**config.mk**
```make
export PLATFORM = sky130hd
export DESIGN_NAME = dcp_port
export DESIGN_NICKNAME = d
export VERILOG_FILES = /design/src/hdl/dcp_pkg.sv /design/src/hdl/dcp_sync.sv /design/src/hdl/dcp_port.sv
export SDC_FILE = /design/constraint.sdc
export NUM_CORES = 1
export LEC_CHECK = 0
export ABC_CLOCK_PERIOD_IN_PS = 10700
export BUFFER_PORTS_ARGS = -buffer_cell sky130_fd_sc_hd__clkbuf_2
export CAP_MARGIN = 25
export CELL_PAD_IN_SITES_DETAIL_PLACEMENT = 0
export CELL_PAD_IN_SITES_GLOBAL_PLACEMENT = 1
export CORE_ASPECT_RATIO = 1.25
export CORE_UTILIZATION = 45
export CTS_CLUSTER_SIZE = 10
export DETAILED_ROUTE_END_ITERATION = 7
export PLACE_DENSITY = 0.76
export SLEW_MARGIN = 20
export SYNTH_ARGS = -nofsm -noshare
export SYNTH_HDL_FRONTEND = slang
export SYNTH_SLANG_ARGS = --single-unit
```
**constraint.sdc**
```tcl
create_clock -name clk_i -period 10.7 [get_ports clk_i]
set_input_delay 1.605 -clock clk_i [delete_from_list [all_inputs] [get_ports clk_i]]
set_output_delay 1.605 -clock clk_i [all_outputs]
set_load 0.03 [all_outputs]
```
**src/hdl/dcp_pkg.sv**
```systemverilog
/*
 * Package of the DDR CMOS data port with powerdown control: register
 * offsets, field positions, reset values, pattern codes and carrier types.
 * Assumes one core clock; the reference, host clock and sleep pins are
 * sampled asynchronous levels.
 */
// Operation
// - receive data is DDR; channel A valid at forwarded rising edge, B at falling.
// - forwarded receive clock runs at the reference clock frequency.
// - test patterns act only while value 08 sits in register 042.
// - selectors 031/037: 01 zeros, 02 ones, 03 toggle, 04 ramp, 05 custom.
// - ramp pattern counts linearly from minimum to maximum code.
// - shared 12-bit custom code from 03F bits 5..0 and 040 bits 7..2.
// - custom pattern holds the programmed code constant on the output.
// - transmit words are two's complement, passed through unchanged.
// - host transmit data latched: channel A on rising, B on falling clock edge.
// - value 05 in register 106 selects two-times interpolation.
// - register 207 picks pin-triggered powerdown kind; pin level asserts it.
// - global powerdown shuts down most functions.
// - fast-recovery powerdown puts receive and transmit into light sleep.
// - transmit-only powerdown stops transmit, receive stays active.
// - receive-only powerdown stops receive, transmit stays active.
// - bit 7 of register 207 triggers powerdown by software; pin held low.
// - receive words are 12-bit two's complement, 800 to 7ff.
package dcp_pkg;

	localparam int ADDR_W = 10;
	localparam int DATA_W = 8;
	localparam int WORD_W = 12;

	// ************************************************************
	// register offsets
	// ************************************************************
	localparam logic [ADDR_W-1:0] OFS_PAT_A = 10'h031;
	localparam logic [ADDR_W-1:0] OFS_PAT_B = 10'h037;
	localparam logic [ADDR_W-1:0] OFS_CUST_HI = 10'h03f;
	localparam logic [ADDR_W-1:0] OFS_CUST_LO = 10'h040;
	localparam logic [ADDR_W-1:0] OFS_TP_EN = 10'h042;
	localparam logic [ADDR_W-1:0] OFS_INTERP = 10'h106;
	localparam logic [ADDR_W-1:0] OFS_PWRDN = 10'h207;

	// ************************************************************
	// reset values and field codes
	// ************************************************************
	localparam logic [DATA_W-1:0] RST_CFG = 8'h00;
	localparam logic [DATA_W-1:0] TP_EN_VALUE = 8'h08;
	localparam logic [DATA_W-1:0] PAT_ZERO = 8'h01;
	localparam logic [DATA_W-1:0] PAT_ONES = 8'h02;
	localparam logic [DATA_W-1:0] PAT_TOGGLE = 8'h03;
	localparam logic [DATA_W-1:0] PAT_RAMP = 8'h04;
	localparam logic [DATA_W-1:0] PAT_CUSTOM = 8'h05;
	localparam logic [DATA_W-1:0] INTERP_2X = 8'h05;
	localparam int PD_SW_BIT = 7;
	localparam int PD_FAST_BIT = 6;
	localparam int PD_GLOBAL_BIT = 5;
	localparam int PD_RX_BIT = 2;
	localparam int PD_TX_BIT = 1;
	localparam int CUST_HI_MSB = 5;
	localparam int CUST_HI_LSB = 0;
	localparam int CUST_LO_MSB = 7;
	localparam int CUST_LO_LSB = 2;
	localparam logic [WORD_W-1:0] CODE_MIN = 12'h800;
	localparam logic [WORD_W-1:0] CODE_ZERO = 12'h000;
	localparam logic [WORD_W-1:0] CODE_ONES = 12'hfff;
	localparam logic [WORD_W-1:0] RAMP_STEP = 12'h001;

	// ************************************************************
	// carriers
	// ************************************************************
	typedef struct packed {
		logic [DATA_W-1:0] pat_a;
		logic [DATA_W-1:0] pat_b;
		logic [DATA_W-1:0] cust_hi;
		logic [DATA_W-1:0] cust_lo;
		logic [DATA_W-1:0] tp_en;
		logic [DATA_W-1:0] interp;
		logic [DATA_W-1:0] pwrdn;
	} dcp_cfg_t;

	typedef struct packed {
		logic global_pd;
		logic light_sleep;
		logic rx_off;
		logic tx_off;
	} dcp_pd_t;

	typedef struct packed {
		logic [WORD_W-1:0] word_a;
		logic [WORD_W-1:0] word_b;
	} dcp_pair_t;

endpackage

```
**src/hdl/dcp_sync.sv**
```systemverilog
/*
 * Two-flop level synchroniser for a group of asynchronous pins.
 * Assumes the group is sampled as independent levels; only the second
 * stage is visible outside.
 */
`timescale 1ns/10ps
module dcp_sync #(
	parameter int W = 1
) (
	input wire logic clk_i, // core clock
	input wire logic rst_i, // asynchronous reset, active high
	input wire logic [W-1:0] d_i, // asynchronous levels
	output logic [W-1:0] q_o // synchronised levels
);
	typedef struct packed {
		logic [W-1:0] meta;
		logic [W-1:0] stable;
	} dcp_sync_st_t;

	dcp_sync_st_t st;
	dcp_sync_st_t next_st;

	always_comb
	begin
		next_st.meta = d_i;
		next_st.stable = st.meta;
	end

	always_ff @(posedge clk_i or posedge rst_i)
	begin
		if (rst_i)
		begin
			st <= '0;
		end
		else
		begin
			st <= next_st;
		end
	end

	assign q_o = st.stable;
endmodule

```
**src/hdl/dcp_port.sv**
```systemverilog
/*
 * DDR CMOS receive/transmit data port with test patterns, interpolation
 * select and powerdown control, with its configuration register port.
 * Assumes converter words arrive on clk_i; reference clock, host clock,
 * host data and sleep pin are asynchronous and at least four core cycles
 * per half period.
 */
`timescale 1ns/10ps
module dcp_port
	import dcp_pkg::*;
(
	input wire logic clk_i, // 200 MHz core clock
	input wire logic rst_i, // asynchronous reset, active high
	input wire logic ref_clock_pos_i, // reference clock, true side
	input wire logic ref_clock_neg_i, // reference clock, complement side
	input wire logic [WORD_W-1:0] adc_a_i, // converter word, channel A
	input wire logic [WORD_W-1:0] adc_b_i, // converter word, channel B
	input wire logic tx_host_clock_i, // host transmit clock pin
	input wire logic [WORD_W-1:0] tx_data_i, // host DDR transmit data pins
	input wire logic sleep_request_pin_i, // powerdown request pin
	input wire logic reg_wr_i, // register write strobe
	input wire logic reg_rd_i, // register read strobe
	input wire logic [ADDR_W-1:0] reg_addr_i, // register address
	input wire logic [DATA_W-1:0] reg_wdata_i, // register write data
	output logic [DATA_W-1:0] reg_rdata_o, // register read data
	output logic [WORD_W-1:0] rx_data_o, // DDR receive data bus
	output logic rx_forwarded_clock_o, // forwarded receive clock
	output logic [WORD_W-1:0] tx_word_a_o, // latched transmit word, channel A
	output logic [WORD_W-1:0] tx_word_b_o, // latched transmit word, channel B
	output logic tx_pair_valid_o, // pulse: new transmit pair
	output logic tx_interp_2x_o, // two-times interpolation selected
	output logic pd_global_o, // global powerdown active
	output logic pd_light_sleep_o, // fast-recovery light sleep active
	output logic rx_path_off_o, // receive path powered down
	output logic tx_path_off_o // transmit path powered down
);
	typedef struct packed {
		dcp_cfg_t cfg;
		dcp_pd_t pd;
		dcp_pair_t tx;
		logic [WORD_W-1:0] b_hold;
		logic [WORD_W-1:0] ramp_a;
		logic [WORD_W-1:0] ramp_b;
		logic tog_a;
		logic tog_b;
		logic [WORD_W-1:0] rx_data;
		logic fwd_clk;
		logic ref_prev;
		logic tx_prev;
		logic tx_valid;
		logic interp_2x;
		logic [DATA_W-1:0] rd_data;
	} dcp_st_t;

	dcp_st_t st;
	dcp_st_t next_st;
	logic [1:0] ref_pair_s;
	logic [WORD_W:0] tx_group_s;
	logic pin_s;
	logic ref_s;
	logic txc_s;
	logic [WORD_W-1:0] txd_s;
	logic ref_rise;
	logic ref_fall;
	logic tx_rise;
	logic tx_fall;
	logic tp_on;
	logic pd_trig;
	logic [WORD_W-1:0] cust_code;

	// ************************************************************
	// pin synchronisers
	// ************************************************************
	dcp_sync #(.W(2)) u_sync_ref (
		.clk_i(clk_i),
		.rst_i(rst_i),
		.d_i({ref_clock_neg_i, ref_clock_pos_i}),
		.q_o(ref_pair_s)
	);
	// host clock and data share one synchroniser so their latency matches
	dcp_sync #(.W(WORD_W + 1)) u_sync_tx (
		.clk_i(clk_i),
		.rst_i(rst_i),
		.d_i({tx_host_clock_i, tx_data_i}),
		.q_o(tx_group_s)
	);
	dcp_sync #(.W(1)) u_sync_pin (
		.clk_i(clk_i),
		.rst_i(rst_i),
		.d_i(sleep_request_pin_i),
		.q_o(pin_s)
	);

	assign ref_s = ref_pair_s[0] & ~ref_pair_s[1];
	assign txc_s = tx_group_s[WORD_W];
	assign txd_s = tx_group_s[WORD_W-1:0];
	assign ref_rise = ref_s & ~st.ref_prev;
	assign ref_fall = ~ref_s & st.ref_prev;
	assign tx_rise = txc_s & ~st.tx_prev;
	assign tx_fall = ~txc_s & st.tx_prev;
	assign tp_on = (st.cfg.tp_en == TP_EN_VALUE);
	assign cust_code = {st.cfg.cust_hi[CUST_HI_MSB:CUST_HI_LSB],
		st.cfg.cust_lo[CUST_LO_MSB:CUST_LO_LSB]};
	assign pd_trig = pin_s | st.cfg.pwrdn[PD_SW_BIT];

	// ************************************************************
	// pattern selection
	// ************************************************************
	function automatic logic [WORD_W-1:0] pick(
		input logic on,
		input logic [DATA_W-1:0] pat,
		input logic [WORD_W-1:0] adc,
		input logic [WORD_W-1:0] ramp,
		input logic tog,
		input logic [WORD_W-1:0] cust
	);
		logic [WORD_W-1:0] w;
		w = adc;
		if (on)
		begin
			case (pat)
				PAT_ZERO: w = CODE_ZERO;
				PAT_ONES: w = CODE_ONES;
				PAT_TOGGLE: w = tog ? CODE_ONES : CODE_ZERO;
				PAT_RAMP: w = ramp;
				PAT_CUSTOM: w = cust;
				default: w = adc;
			endcase
		end
		return w;
	endfunction

	// ************************************************************
	// next state
	// ************************************************************
	always_comb
	begin
		next_st = st;
		next_st.ref_prev = ref_s;
		next_st.tx_prev = txc_s;
		next_st.tx_valid = 1'b0;
		// configuration only changes on a write
		if (reg_wr_i)
		begin
			case (reg_addr_i)
				OFS_PAT_A: next_st.cfg.pat_a = reg_wdata_i;
				OFS_PAT_B: next_st.cfg.pat_b = reg_wdata_i;
				OFS_CUST_HI: next_st.cfg.cust_hi = reg_wdata_i;
				OFS_CUST_LO: next_st.cfg.cust_lo = reg_wdata_i;
				OFS_TP_EN: next_st.cfg.tp_en = reg_wdata_i;
				OFS_INTERP: next_st.cfg.interp = reg_wdata_i;
				OFS_PWRDN: next_st.cfg.pwrdn = reg_wdata_i;
				default: ;
			endcase
		end
		if (reg_rd_i)
		begin
			case (reg_addr_i)
				OFS_PAT_A: next_st.rd_data = st.cfg.pat_a;
				OFS_PAT_B: next_st.rd_data = st.cfg.pat_b;
				OFS_CUST_HI: next_st.rd_data = st.cfg.cust_hi;
				OFS_CUST_LO: next_st.rd_data = st.cfg.cust_lo;
				OFS_TP_EN: next_st.rd_data = st.cfg.tp_en;
				OFS_INTERP: next_st.rd_data = st.cfg.interp;
				OFS_PWRDN: next_st.rd_data = st.cfg.pwrdn;
				default: next_st.rd_data = '0;
			endcase
		end
		next_st.interp_2x = (st.cfg.interp == INTERP_2X);

		// powerdown kind from the register, trigger from pin or bit 7
		next_st.pd.global_pd = pd_trig & st.cfg.pwrdn[PD_GLOBAL_BIT];
		next_st.pd.light_sleep = pd_trig & st.cfg.pwrdn[PD_FAST_BIT];
		next_st.pd.tx_off = pd_trig & (st.cfg.pwrdn[PD_GLOBAL_BIT]
			| st.cfg.pwrdn[PD_FAST_BIT] | st.cfg.pwrdn[PD_TX_BIT]);
		next_st.pd.rx_off = pd_trig & (st.cfg.pwrdn[PD_GLOBAL_BIT]
			| st.cfg.pwrdn[PD_FAST_BIT] | st.cfg.pwrdn[PD_RX_BIT]);

		// clock trails data by one cycle to give the host setup margin
		if (st.pd.rx_off)
		begin
			next_st.fwd_clk = 1'b0;
		end
		else
		begin
			next_st.fwd_clk = st.ref_prev;
			if (ref_rise)
			begin
				next_st.rx_data = pick(tp_on, st.cfg.pat_a, adc_a_i, st.ramp_a,
					st.tog_a, cust_code);
				next_st.b_hold = pick(tp_on, st.cfg.pat_b, adc_b_i, st.ramp_b,
					st.tog_b, cust_code);
				// natural 12-bit wrap takes 7ff back to 800
				next_st.ramp_a = (tp_on && st.cfg.pat_a == PAT_RAMP)
					? st.ramp_a + RAMP_STEP : CODE_MIN;
				next_st.ramp_b = (tp_on && st.cfg.pat_b == PAT_RAMP)
					? st.ramp_b + RAMP_STEP : CODE_MIN;
				next_st.tog_a = (tp_on && st.cfg.pat_a == PAT_TOGGLE) & ~st.tog_a;
				next_st.tog_b = (tp_on && st.cfg.pat_b == PAT_TOGGLE) & ~st.tog_b;
			end
			else if (ref_fall)
			begin
				next_st.rx_data = st.b_hold;
			end
		end

		// transmit words stay two's complement, no reformatting
		if (!st.pd.tx_off)
		begin
			if (tx_rise)
			begin
				next_st.tx.word_a = txd_s;
			end
			if (tx_fall)
			begin
				next_st.tx.word_b = txd_s;
				next_st.tx_valid = 1'b1;
			end
		end
	end

	always_ff @(posedge clk_i or posedge rst_i)
	begin
		if (rst_i)
		begin
			st <= '0;
			st.cfg <= {7{RST_CFG}};
			st.ramp_a <= CODE_MIN;
			st.ramp_b <= CODE_MIN;
		end
		else
		begin
			st <= next_st;
		end
	end

	// ************************************************************
	// outputs
	// ************************************************************
	assign reg_rdata_o = st.rd_data;
	assign rx_data_o = st.rx_data;
	assign rx_forwarded_clock_o = st.fwd_clk;
	assign tx_word_a_o = st.tx.word_a;
	assign tx_word_b_o = st.tx.word_b;
	assign tx_pair_valid_o = st.tx_valid;
	assign tx_interp_2x_o = st.interp_2x;
	assign pd_global_o = st.pd.global_pd;
	assign pd_light_sleep_o = st.pd.light_sleep;
	assign rx_path_off_o = st.pd.rx_off;
	assign tx_path_off_o = st.pd.tx_off;
endmodule

```
### Word level (Yosys, flattened, before mapping)

Index checks and enable logic that the tools add are counted.

| word-level totals | value |
|---|---|
| bits in registers | 179 |
| bits in latches | 0 |
| bits in writable memories | 0 |
| bits in read-only memories | 0 |
| output and inout bits | 51 |
| memories | 0 |

| operators by class | value |
|---|---|
| $add $sub $neg | 2 |
| multiply operators | 0 |
| div/mod/pow operators | 0 |
| order comparisons | 0 |
| equal/unequal tests | 19 |
| shifts and indexed selects | 0 |
| muxes and demuxes | 14 |
| bitwise operators | 24 |
| reductions and logical operators | 16 |

Operators by type and width:

| kind | count |
|---|---|
| $pmux W12 S5 | 2 |
| $mux W12 | 8 |
| $pmux W8 S7 | 1 |
| $eq A8 B3 Y1 const B | 5 |
| $eq A8 B2 Y1 const B | 4 |
| $eq A10 B6 Y1 const B | 3 |
| $add A12 B1 Y12 const B | 2 |
| $reduce_and A2 Y1 | 11 |
| $eq A10 B7 Y1 const B | 2 |
| $eq A8 B1 Y1 const B | 2 |
| $and A1 B1 Y1 | 11 |
| $eq A10 B10 Y1 const B | 1 |
| $eq A10 B9 Y1 const B | 1 |
| $not A1 Y1 | 9 |
| $eq A8 B4 Y1 const B | 1 |
| $logic_and A1 B1 Y1 | 4 |
| $or A1 B1 Y1 | 4 |
| $mux W1 | 3 |
| $reduce_bool A2 Y1 | 1 |

### Depth between registers and ports, before layout

Gate-level depths: netlist (run 1).

| depth | value |
|---|---|
| depth after elaboration | 6 |
| mapped depth | 8 |
| depth with buffers taken out | 6 |

### By module

From an unflattened synthesis (run 1), not the netlist that was laid out.

| second synthesis, totals | value |
|---|---|
| cell total of the unflattened synthesis | 685 |
| area total of the unflattened synthesis | 8100.3 um^2 |

Modules (own cells, without submodules):

| module | instances | cells each | area an instance (um^2) |
|---|---|---|---|
| dcp_port | 1 | 650 | 7288.2 |
| dcp_sync at u_sync_tx | 1 | 27 | 654.4 |
| dcp_sync at u_sync_ref | 1 | 5 | 103.8 |
| dcp_sync at u_sync_pin | 1 | 3 | 53.8 |

### Least setup slack after synthesis (run 1)

Ideal clock, no wire load.

| path | value |
|---|---|
| kind | input -> register |
| start | input reg_addr_i[0] |
| end | register st[100] (netlist name) |
| arrival | 3.129 ns |
| setup slack | 7.446 ns |
| stages | 4 |
| path buffers | 0 |
| cell sequence | or4_4 -> nor4b_4 -> nand2_4 -> mux2_4 |

| on the way | value |
|---|---|
| cells in the longest elaborated chain, start to end | 2 |

Ends and longest elaborated chain:

| item | RTL line | text |
|---|---|---|
| from (decl) | dcp_port.sv:23 | `input wire logic [ADDR_W-1:0] reg_addr_i,` |
| $eq A10 B9 Y1 | dcp_port.sv:145 | `case (reg_addr_i)` |
| $reduce_and A2 Y1 (no line) | - |  |
| to (signal assigned) | dcp_port.sv:233 | `st <= next_st;` |
| to (decl) | dcp_port.sv:55 | `dcp_st_t st;` |

Every way passes these cells.
A chain may end at the register's enable or synchronous reset.

### Final worst setup path (run 1)

| path | value |
|---|---|
| start | input reg_addr_i[8] |
| end | register st (netlist bit cust_code[8]) |

| on the way | value |
|---|---|
| cells in the longest elaborated chain, start to end | 2 |

Ends and longest elaborated chain:

| item | RTL line |
|---|---|
| $eq A10 B6 Y1 | dcp_port.sv:145 |
| $reduce_and A2 Y1 (no line) | - |

Every way passes these cells.

==> key figures, run 1 <==
Status
  • Status: completed

GRT
  • Vias in the first global route: slightly below 6000
  • GRT overflow: 0
  • Largest net degree at the start of global routing: 100
  • Tot GR Track Use: 0.2148
  • Antenna violations before repair: 0
  • First-pass GRT wire length: 32.16 mm

Timing
  • Final Hold Vio Count: 0
  • Worst Hold Slack: 0.3452 ns
  • Setup violators final: 0
  • Worst slew pin tran: ~0.99 ns
  • Final min period: roughly 3.7 ns
  • RSZ-0062 raised after global routing: false
  • Rel. slew slack: 0.3365
  • Fmax: 270.5 MHz
  • Clk_skew: around 0.006 ns
  • Max-slew violations: 0
  • Setup TNS: 0 ns
  • Crit share post-route: 0.3455

CTS
  • Max Buffers Root-to-Sink: 2
  • Cts bufs inserted: 17
  • CTS H-Tree Depth: 4
  • Post-CTS sizing: 0
  • Hold buffer count at CTS: 0
  • Clock Pin Slew Worst Setup and Hold Paths: approximately 0.070 ns
  • CTS tree: built
  • Clock Sinks: between 150 and 200
  • Root buffer cell: clkbuf_16
  • Setup Fix Bufs, Post-CTS: 0
  • Worst-Skew Late Latency: around 0.43 ns

Final layout
  • Post-route cell area: about 9400 sq um
  • Area Growth Syn to Fin: 12.05%
  • Commonest cells after routing, fill and taps aside: 177 x dfrtp_1, 112 x clkbuf_2, 54 x nor2_1
  • Final Non-Filler Cells: between 1000 and 1500
  • Commonest non-fill, non-tap cell in the layout: dfrtp_1
  • Layout cells sized above 1: 0.3031
  • Layout net count: between 800 and 900
  • Ant diodes: 0

Setup path
  • Critical path capture point type: register
  • WP data arrival: ~4 ns
  • WS Path Type: in2reg
  • WP data required: roughly 11 ns
  • Crit-path max FO: 11
  • Setup crit start kind: input port

Synthesis
  • Simple-gate area share of the yosys netlist: 0.1276
  • Syn Inst Count: around 700
  • Ys async rst share: 1.000
  • Synth Area in XOR/XNOR: 0.01975
  • Post-synth EDFFs: 0
  • Compound-Gate Fraction of Synth Area: 0.09446
  • Ys Warns: 0
  • Largest family of logic cells by synthesized area: multiplexers
  • Mean post-synth cell area: about 12 sq um
  • Synth Flop Type: dfrtp_1
  • Adder-cell share of the synthesized area: 0.004456
  • Net Count, Synth: between 700 and 800
  • Fraction of synthesized area in multiplexers: 0.1608
  • Synth Register Bits: 179
  • Netlist cell types: 62
  • Sequential fraction of the synthesis area: 0.5320
  • Synthesized area: approximately 8400 sq um

Drt
  • Vias per inst: around 5.7
  • Top Layer Used: met4
  • WL met3: 807 um
  • M1 WL: 8.751 mm
  • # DRC: 0
  • Starting DRT DRC Count: approximately 340
  • Met2 routed WL: between 9 and 10 mm
  • ANT nets after route: 0
  • DR vias: about 5800
  • Final WL: 19.91 mm
  • TritonRoute pass-1 iters: 5
  • WL/cell: just under 20 um

Floorplan
  • IO Pins: roughly 110
  • Die Span Y: around 150 um
  • FP Rows: 55
  • Die width: between 100 and 150 um
  • Core Box Area: 18240 sq um
  • Die area: between 15000 and 20000 sq um
  • Starting Density: 0.4620

Place
  • Post-DP Area: approximately 8800 sq um
  • I/O Buffers: ~110
  • Placed wire-length estimate: 14.18 mm
  • Cells after DPL: 977
  • Global placement routability congestion: 0.8624

Pwr
  • Total power draw: about 0.0015 W
  • PD cells: approximately 160 nW/um^2
  • Pleak: 4.228 nW
  • VDD IR-drop max: roughly 0.098 mV

Worst hold path
  • HP Class: reg2reg

Job
  • MaxCap Viol Count: 0
[metrics by stage]
stage	setup slack (ns)	util
detailed placement	6.603	0.4853
CTS	7.058	0.5167
global placement	6.690	0.4849
floorplan	4.240	-
finish	7.004	0.5176
global route	6.837	0.5176
[worst paths after layout]
| check | endpoint | slack, ns | cells past startpoint | from |
|---|---|---|---|---|
| max | cust_code[8]$_DFFE_PP0P_ | 7.00 | 5 | reg_addr_i[8] |
| min | u_sync_tx.q_o[3]$_DFF_PP0_ | 0.35 | 0 | u_sync_tx.next_st[3]$_DFF_PP0_ |
| max reg2reg | st[59]$_DFFE_PP0P_ | 7.69 | 6 | u_sync_ref.q_o[1]$_DFF_PP0_ |
| min reg2reg | u_sync_tx.q_o[3]$_DFF_PP0_ | 0.35 | 0 | u_sync_tx.next_st[3]$_DFF_PP0_ |
| max in group asynchronous | u_sync_tx.q_o[8]$_DFF_PP0_ | 8.06 | 3 | rst_i |
| min in group asynchronous | u_sync_pin.next_st[0]$_DFF_PP0_ | 1.33 | 2 | rst_i |
[cell type report]
class	instances	area [sq um]
clock buffers	18	429.2
clock inverters	14	143.9
fillers	1606	8797
inverters	9	38.79
multi-input cells	444	3451
flip-flops and latches	179	4482
well taps	228	285.3
repair buffers	118	609.3
[critical path, cell delays in order]
cell and delay, ns:
clkbuf_2 0.11, or3b_1 0.42, nor4_2 0.83, nand4_1 0.55, mux2_1 0.48
[Yosys cell counts (3+ instances only)]
cell type | number | share of area
a22oi_1 | 8 | 0.0071
xor2_1 | 8 | 0.0083
o2bb2ai_1 | 8 | 0.0083
a21boi_0 | 11 | 0.0098
mux2_4 | 8 | 0.014
clkbuf_1 | 27 | 0.012
nand2b_1 | 5 | 0.0037
mux2i_1 | 21 | 0.025
ha_1 | 3 | 0.0045
mux2_2 | 53 | 0.071
nor2_1 | 54 | 0.024
nor3b_1 | 3 | 0.0027
nor2b_1 | 7 | 0.0052
nor3_1 | 12 | 0.0071
nand4_1 | 18 | 0.013
nand3_1 | 28 | 0.017
a41oi_1 | 8 | 0.0083
buf_2 | 8 | 0.0048
a211oi_1 | 7 | 0.0062
o221a_2 | 8 | 0.011
buf_4 | 44 | 0.039
o21ai_0 | 4 | 0.0024
and3_1 | 3 | 0.0022
o22ai_1 | 12 | 0.0089
o211ai_1 | 13 | 0.012
and4b_1 | 3 | 0.0036
inv_1 | 7 | 0.0031
nor4_1 | 8 | 0.0059
xnor2_1 | 11 | 0.011
dfrtp_1 | 177 | 0.53
mux2_1 | 38 | 0.051
nand2_1 | 35 | 0.016
a31oi_1 | 12 | 0.0089
[routing by layer]
layer	vias up	GRT usage
met2	163	0.3604
met3	39	0.03611
met4	0	0.08835
li1	2671	-
met5	-	0
met1	2923	0.2761
[sequential cells by signal (all words and copies together), names as in the netlist]
register / count
st: 84
u_sync_tx.next_st: 13
u_sync_tx.q_o: 13
cust_code: 12
rx_data_o: 12
tx_word_a_o: 12
tx_word_b_o: 12
reg_rdata_o: 8
u_sync_ref.next_st: 2
u_sync_ref.q_o: 2
pd_global_o: 1
pd_light_sleep_o: 1
rx_forwarded_clock_o: 1
rx_path_off_o: 1
tx_interp_2x_o: 1
tx_pair_valid_o: 1
tx_path_off_o: 1
u_sync_pin.next_st: 1
u_sync_pin.q_o: 1
[kinds of logic after synthesis]
logic type / Yosys count
DFF: 179
xor gates and xnor gates: 19
and+or+nand+nor: 200
adders and majority gates: 3
AOI/OAI and AO/OA: 102
muxes: 120
buffers and inverters: 90
[power breakdown]
| part | total, W | switching (W) | internal (W) |
|---|---|---|---|
| Sequential | 0.000745 | 0.0000256 | 0.000720 |
| Combinational | 0.000188 | 0.000125 | 0.0000637 |
| Clock | 0.000608 | 0.000279 | 0.000329 |
| Total | 0.00154 | 0.000429 | 0.00111 |
Power figures use the tool's default switching activity.
==> run 2, diff against run 1 <==
Settings changed: ABC_AREA set to 1, ABC_CLOCK_PERIOD_IN_PS 10700 to 3100, CORE_UTILIZATION 45 to 39, PLACE_DENSITY 0.76 to 0.74.
Clock period 10.7 ns to 3.1 ns, I/O delays scaled along.
==> run 2 against run 1 <==
Against the previous run:
- final cell count grew 42%
- non-clock buffer count grew 3
- clock power grew to 3.7 times the previous value
- design area grew 3.7%
- register-to-register slack lost 6.9 ns
- critical endpoint is now st[50]$_DFFE_PP1P_
- clock-buffer cell count shrank 1
- critical path type is now reg2reg
- largest cell class unchanged
- utilization shrank 6.6 points
==> key figures, run 2 <==
Status
  • Status: completed

Drt
  • Vias per inst: around 4.8
  • Final WL: 21.68 mm
  • TritonRoute pass-1 iters: 4
  • WL/cell: 15.14 um
  • Starting DRT DRC Count: 554
  • ANT nets after route: 0
  • DR vias: roughly 7000
  • # DRC: 0

Synthesis
  • Synthesized area: about 8700 sq um
  • Post-synth EDFFs: 0
  • Netlist cell types: 40
  • Net Count, Synth: approximately 1100
  • Top-area cell type share of the netlist area: 0.5100
  • Yosys top cell by area: dfrtp_1
  • Sequential fraction of the synthesis area: 0.5161
  • Largest family of logic cells by synthesized area: simple AND/OR/NAND/NOR gates
  • Simple-gate area share of the yosys netlist: 0.2747
  • Post-synth top cells: 293 x nand2_1, 177 x dfrtp_1, 116 x nor2_1
  • Compound-Gate Fraction of Synth Area: 0.09465
  • Count leader, synth: nand2_1
  • Syn Inst Count: 1081
  • Ys async rst share: 1.000
  • Mean post-synth cell area: about 8 sq um
  • Ys Warns: 0
  • Synth Register Bits: ~180
  • Synth Area in XOR/XNOR: 0.005043
  • Synth Flop Type: dfrtp_1
  • Fraction of synthesized area in multiplexers: 0
  • Synth area leaders: dfrtp_1 51%, nand2_1 13%, nor2_1 5.0%
  • Adder-cell share of the synthesized area: 0.004322

CTS
  • Clock Sinks: ~180
  • Setup Fix Bufs, Post-CTS: 0
  • Worst-Skew Late Latency: 0.45 ns
  • CTS tree: built
  • Max Buffers Root-to-Sink: 2
  • Root buffer cell: clkbuf_16
  • Hold buffer count at CTS: 0
  • CTS H-Tree Depth: 4
  • Clock Pin Slew Worst Setup and Hold Paths: 0.08 ns
  • Cts bufs inserted: 17
  • Post-CTS sizing: 0

Final layout
  • Area of the multi-input gates: 3289 sq um
  • Commonest non-fill, non-tap cell in the layout: nand2_1
  • Area Growth Syn to Fin: 12.71%
  • Number of flip-flops in the largest register: 84
  • Layout cells sized above 1: 0.1761
  • Layout net count: between 1000 and 1500
  • Final Non-Filler Cells: 1432
  • Register area: 4482 sq um
  • Largest Register: st
  • Fill count: 2212
  • Ant diodes: 0
  • Post-route cell area: slightly below 10000 sq um
  • Commonest cells after routing, fill and taps aside: 293 x nand2_1, 177 x dfrtp_1, 116 x nor2_1

Pwr
  • PD cells: between 500 and 600 nW/um^2
  • Total power draw: between 0.005 and 0.006 W
  • Pleak: 4.847 nW
  • VDD IR-drop max: ~0.38 mV

Setup path
  • Worst r2r src: u_sync_ref.q_o[1]$_DFF_PP0_
  • Critical path capture point type: register
  • Worst reg2reg setup slack: between 0.8 and 0.9 ns
  • R2r worst-path depth: 13
  • WS Path Type: reg2reg
  • Critical R2R Capture: st[50]$_DFFE_PP1P_
  • Crit-path max FO: 34
  • WP data required: 3.46 ns
  • WP data arrival: about 2.6 ns
  • Setup crit start kind: register

Worst hold path
  • Hold path startpoint: tx_data_i[7]
  • Hold path depth: 1
  • HP Class: in2reg
  • Worst Hold End: u_sync_tx.next_st[7]$_DFF_PP0_

Place
  • Global placement routability congestion: between 0.8 and 0.9
  • Placed wire-length estimate: approximately 15 mm
  • Post-DP Area: just over 9000 sq um
  • Cells after DPL: 1400
  • I/O Buffers: between 100 and 150

Floorplan
  • IO Pins: roughly 110
  • FP Rows: 60
  • Die Span Y: roughly 170 um
  • Die width: 135.5 um
  • Die area: 22870 sq um
  • Starting Density: 0.4003
  • Core Box Area: ~22000 sq um

Timing
  • RSZ-0062 raised after global routing: false
  • Setup TNS: 0 ns
  • Final min period: ~2.3 ns
  • Clk_skew: 0.01146 ns
  • Setup violators final: 0
  • Worst Hold Slack: between 0.1 and 0.15 ns
  • Max-slew violations: 0
  • Rel. slew slack: 0.4179
  • Worst slew pin tran: between 0.8 and 0.9 ns
  • Fmax: ~440 MHz
  • Crit share post-route: 0.7352
  • Final Hold Vio Count: 0

GRT
  • Tot GR Track Use: 0.2015
  • Largest net degree at the start of global routing: 118
  • Antenna violations before repair: 0
  • Vias in the first global route: around 6700
  • GRT overflow: 0
  • First-pass GRT wire length: 35.15 mm

Job
  • MaxCap Viol Count: 0
run 2: changes by cell type after synthesis, sizes merged, moves of 21 or more:
cell	change
nand2	+261
mux2	-99
inv	+97
o21ai	+96
nor2	+73
nand3	+47
a21oi	+43
mux2i	-21
run 2: area by class of cell:
class,instances,share of cell area
clock buffers,17,0.04346
multi-input cells,714,0.3361
repair buffers,121,0.06545
well taps,279,0.03566
inverters,107,0.04142
flip-flops and latches,179,0.4579
clock inverters,15,0.02007
run 2: critical path, stage by stage (launching register included):
cell and delay [ns]:
dfrtp_1 0.36, nor2_1 0.13, ha_1 0.20, inv_2 0.14, nor2_8 0.27, inv_2 0.31
nor2_4 0.20, nand2_1 0.06, nor2_1 0.12, nand2_1 0.09, nor2_2 0.13, nand2_1 0.06
nand2_1 0.06, nand3_1 0.06
run 2: metal layers:
layer	GRT usage	part of all wire	up-vias
met5	0	0	-
met4	0.07474	0.023	0
met3	0.03294	0.032	31
met2	0.3327	0.49	132
met1	0.2647	0.46	3142
li1	-	-	3543
run 2: how the worst max path moves through the flow:
stage	startpoint	end	slack (ns)	cells after the start
final	u_sync_ref.q_o[1]$_DFF_PP0_	st[50]$_DFFE_PP1P_	0.82	13
after global routing	u_sync_ref.q_o[1]$_DFF_PP0_	st[50]$_DFFE_PP1P_	0.49	13
after CTS	u_sync_ref.q_o[1]$_DFF_PP0_	st[50]$_DFFE_PP1P_	0.79	13
after detailed placement	u_sync_ref.q_o[1]$_DFF_PP0_	st[50]$_DFFE_PP1P_	0.80	13
after global placement	u_sync_ref.q_o[1]$_DFF_PP0_	st[50]$_DFFE_PP1P_	0.83	13
after floorplan	rst_i	cust_code[0]$_DFFE_PP0P_	0.34	1
run 2: through the flow:
| step | utilization | setup slack (ns) |
|---|---|---|
| after floorplan | - | 0.3420 |
| after global placement | 0.4225 | 0.8315 |
| after detailed placement | 0.4225 | 0.8044 |
| after CTS | 0.4512 | 0.7887 |
| after global routing | 0.4512 | 0.4910 |
| final | 0.4512 | 0.8208 |
run 2: cells by family after synthesis:
group / count (synthesis)
buffers and inverters: 188
AND/OR/NAND/NOR: 552
adder cells (fa/ha/maj): 3
XOR/XNOR: 5
flip-flops: 179
AO/OA/AOI/OAI: 154
run 2: power breakdown:
part | internal, W | switching (W)
Clock | 0.00111 | 0.00112
Combinational | 0.000166 | 0.000431
Sequential | 0.00247 | 0.0000807
Total | 0.00374 | 0.00163
==> run 3, diff against run 2 <==
Settings changed: ABC_CLOCK_PERIOD_IN_PS 3100 to 2300, CORE_UTILIZATION 39 to 43, PLACE_DENSITY 0.74 to 0.78.
Clock period 3.1 ns to 2.3 ns, I/O delays scaled along.
==> run 3 against run 2 <==
Against the previous run:
- die area is 9.2% lower
- design area is 2.1% higher
- sequential power is 35% higher
- combinational power is 40% higher
- utilization is 5.9 points higher
- routed wire length is 1.5% lower
- largest power group unchanged
- via count is 2.1% higher
- first-iteration DRC count is 24% lower
- critical endpoint unchanged
- largest cell class unchanged
- power is 35% higher
- sequential share of layout area is 0.96 points lower
- clock skew is 0.0038 ns lower
- final cell count is 0.70% higher
==> key figures, run 3 (synthesis gave the netlist of run 2 again) <==
Floorplan
  • Die Span Y: between 150 and 200 um
  • Starting Density: 0.4428
  • IO Pins: 113
  • Die width: about 130 um
  • FP Rows: 57
  • Die area: between 20000 and 25000 sq um
  • Core Box Area: 19610 sq um

Final layout
  • Area Growth Syn to Fin: 15.11%
  • Area of the multi-input gates: between 3000 and 4000 sq um
  • Register area: 4482 sq um
  • Largest Register: st
  • Commonest non-fill, non-tap cell in the layout: nand2_1
  • Finished Core Util: 0.5097
  • Commonest cells after routing, fill and taps aside: 293 x nand2_1, 177 x dfrtp_1, 116 x nor2_1
  • Ant diodes: 0
  • Number of flip-flops in the largest register: 84
  • Layout cells sized above 1: 0.1827
  • Layout net count: 1229
  • Fill count: 1945

GRT
  • GRT overflow: 0
  • Vias in the first global route: between 6000 and 7000
  • First-pass GRT wire length: roughly 35 mm
  • Largest net degree at the start of global routing: between 60 and 70
  • Antenna violations before repair: 0
  • Tot GR Track Use: 0.2195

Setup path
  • Critical path cell sequence: nor2_1 > ha_1 > inv_2 > nor2_8 > inv_2 > nor2_4 > nand2_1 > nor2_1 > nand2_1 > nor2_2 > nand2_1 > nand2_1 > nand3_1
  • WS Path Type: reg2reg
  • Most Frequent Cell on Critical Path: nand2_1
  • Critical path capture point type: register
  • CP max stage delay: around 0.36 ns
  • Setup crit start kind: register
  • Crit path buf inv count: 2
  • WP data arrival: between 2 and 2.5 ns
  • WP data required: 2.66 ns
  • Slowest CP cell: dfrtp_1
  • Crit-path max FO: 13
  • CP delay by family, top: simple AND/OR/NAND/NOR gates

Pwr
  • P_sw: approximately 0.0021 W
  • Switching Fraction: 0.2894
  • Internal power: slightly above 0.005 W
  • VDD IR-drop max: between 0.5 and 0.6 mV
  • Clock network power share: 0.410
  • PD cells: 724.6 nW/um^2
  • Comb pwr share: 0.115
  • Power share of the sequential group: 0.475
  • Pleak: 4.961 nW

Timing
  • Final min period: 1.940 ns
  • RSZ-0062 raised after global routing: false
  • Worst slew pin tran: approximately 0.72 ns
  • Crit share post-route: 0.8434
  • Rel. slew slack: 0.5187
  • Max-slew violations: 0
  • Setup violators final: 0
  • Clk_skew: 0.007649 ns
  • Final Hold Vio Count: 0
  • Worst Hold Slack: approximately 0.016 ns
  • Fmax: 515.5 MHz

Drt
  • TritonRoute pass-1 iters: 5
  • Final WL: 21.35 mm
  • DR vias: approximately 7000
  • Vias per inst: approximately 4.9
  • ANT nets after route: 0
  • WL/cell: between 10 and 15 um
  • Starting DRT DRC Count: about 420
  • # DRC: 0

CTS
  • Clock Sinks: roughly 180
  • Cts bufs inserted: 17
  • CTS tree: built
  • Root buffer cell: clkbuf_16
  • CTS H-Tree Depth: 4
  • Clock Pin Slew Worst Setup and Hold Paths: 0.07 ns
  • Worst-Skew Late Latency: approximately 0.44 ns
  • Max Buffers Root-to-Sink: 2
  • Post-CTS sizing: 0

Place
  • I/O Buffers: between 100 and 150
  • Global placement routability congestion: ~0.82
  • Placed wire-length estimate: about 16 mm

Worst hold path
  • HP Class: in2reg

Job
  • MaxCap Viol Count: 0

Status
  • Status: completed
run 3: cell types whose count changed in the layout (fill, tap and decap cells not counted), sizes merged:
cell,delta
dlygate4sd3,+12
clkinvlp,+1
buf,+12
bufinv,+1
clkinv,-1
inv,-1
run 3: worst paths after layout:
| kind | depth (start not counted) | start | end | slack (ns) |
|---|---|---|---|---|
| setup / recovery | 13 | u_sync_ref.q_o[1]$_DFF_PP0_ | st[50]$_DFFE_PP1P_ | 0.36 |
| hold / removal | 1 | tx_data_i[6] | u_sync_tx.next_st[6]$_DFF_PP0_ | 0.02 |
| setup reg to reg | 13 | u_sync_ref.q_o[1]$_DFF_PP0_ | st[50]$_DFFE_PP1P_ | 0.36 |
| hold reg to reg | 0 | u_sync_tx.next_st[6]$_DFF_PP0_ | u_sync_tx.q_o[6]$_DFF_PP0_ | 0.35 |
| max in group asynchronous | 4 | rst_i | st[50]$_DFFE_PP1P_ | 1.12 |
| min in group asynchronous | 3 | rst_i | st[92]$_DFFE_PP0P_ | 0.46 |
run 3: stage by stage:
stage | total power (W) | setup WS [ns] | area (sq um) | std cells | TNS [ns]
6_report | 0.007244 | 0.3601 | 9997 | 1442 | 0
5_1_grt | 0.007540 | 0.03180 | 9997 | 1442 | 0
4_1_cts | 0.007333 | 0.2644 | 9965 | 1438 | 0
3_5_place_dp | 0.004332 | 0.2850 | 9241 | 1395 | 0
3_3_place_gp | 0.004323 | 0.3423 | 9241 | 1395 | 0
2_1_floorplan | 0.004166 | -0.3380 | 8688 | 1081 | -59.82
run 3: per-layer routing:
metal,share of wire,track usage
met5,0,0
met4,0.025,0.08877
met3,0.036,0.03331
met2,0.50,0.3656
met1,0.44,0.2840
run 3: power groups by stage:
stage	combinational, W	clock (W)	sequential (W)
finish	0.000833	0.00297	0.00344
global route	0.000922	0.00316	0.00346
global placement	0.000819	0	0.00350
CTS	0.000841	0.00305	0.00345
floorplan	0.000699	0	0.00347
detailed placement	0.000825	0	0.00351
run 3: what timing repair did:
item	4_1_cts	5_1_grt
setup endpoints to repair	0	1
endpoints found under the hold margin	24	1
buffers inserted	0	3
hold buffers	11	1
run 3: layout make-up:
class | count | area share
clock buffer | 17 | 0.04255
clock inverter | 15 | 0.01877
inverter | 107 | 0.04055
multi-input combinational | 714 | 0.3290
sequential | 179 | 0.4483
tap | 265 | 0.03317
timing repair buffer | 145 | 0.08761
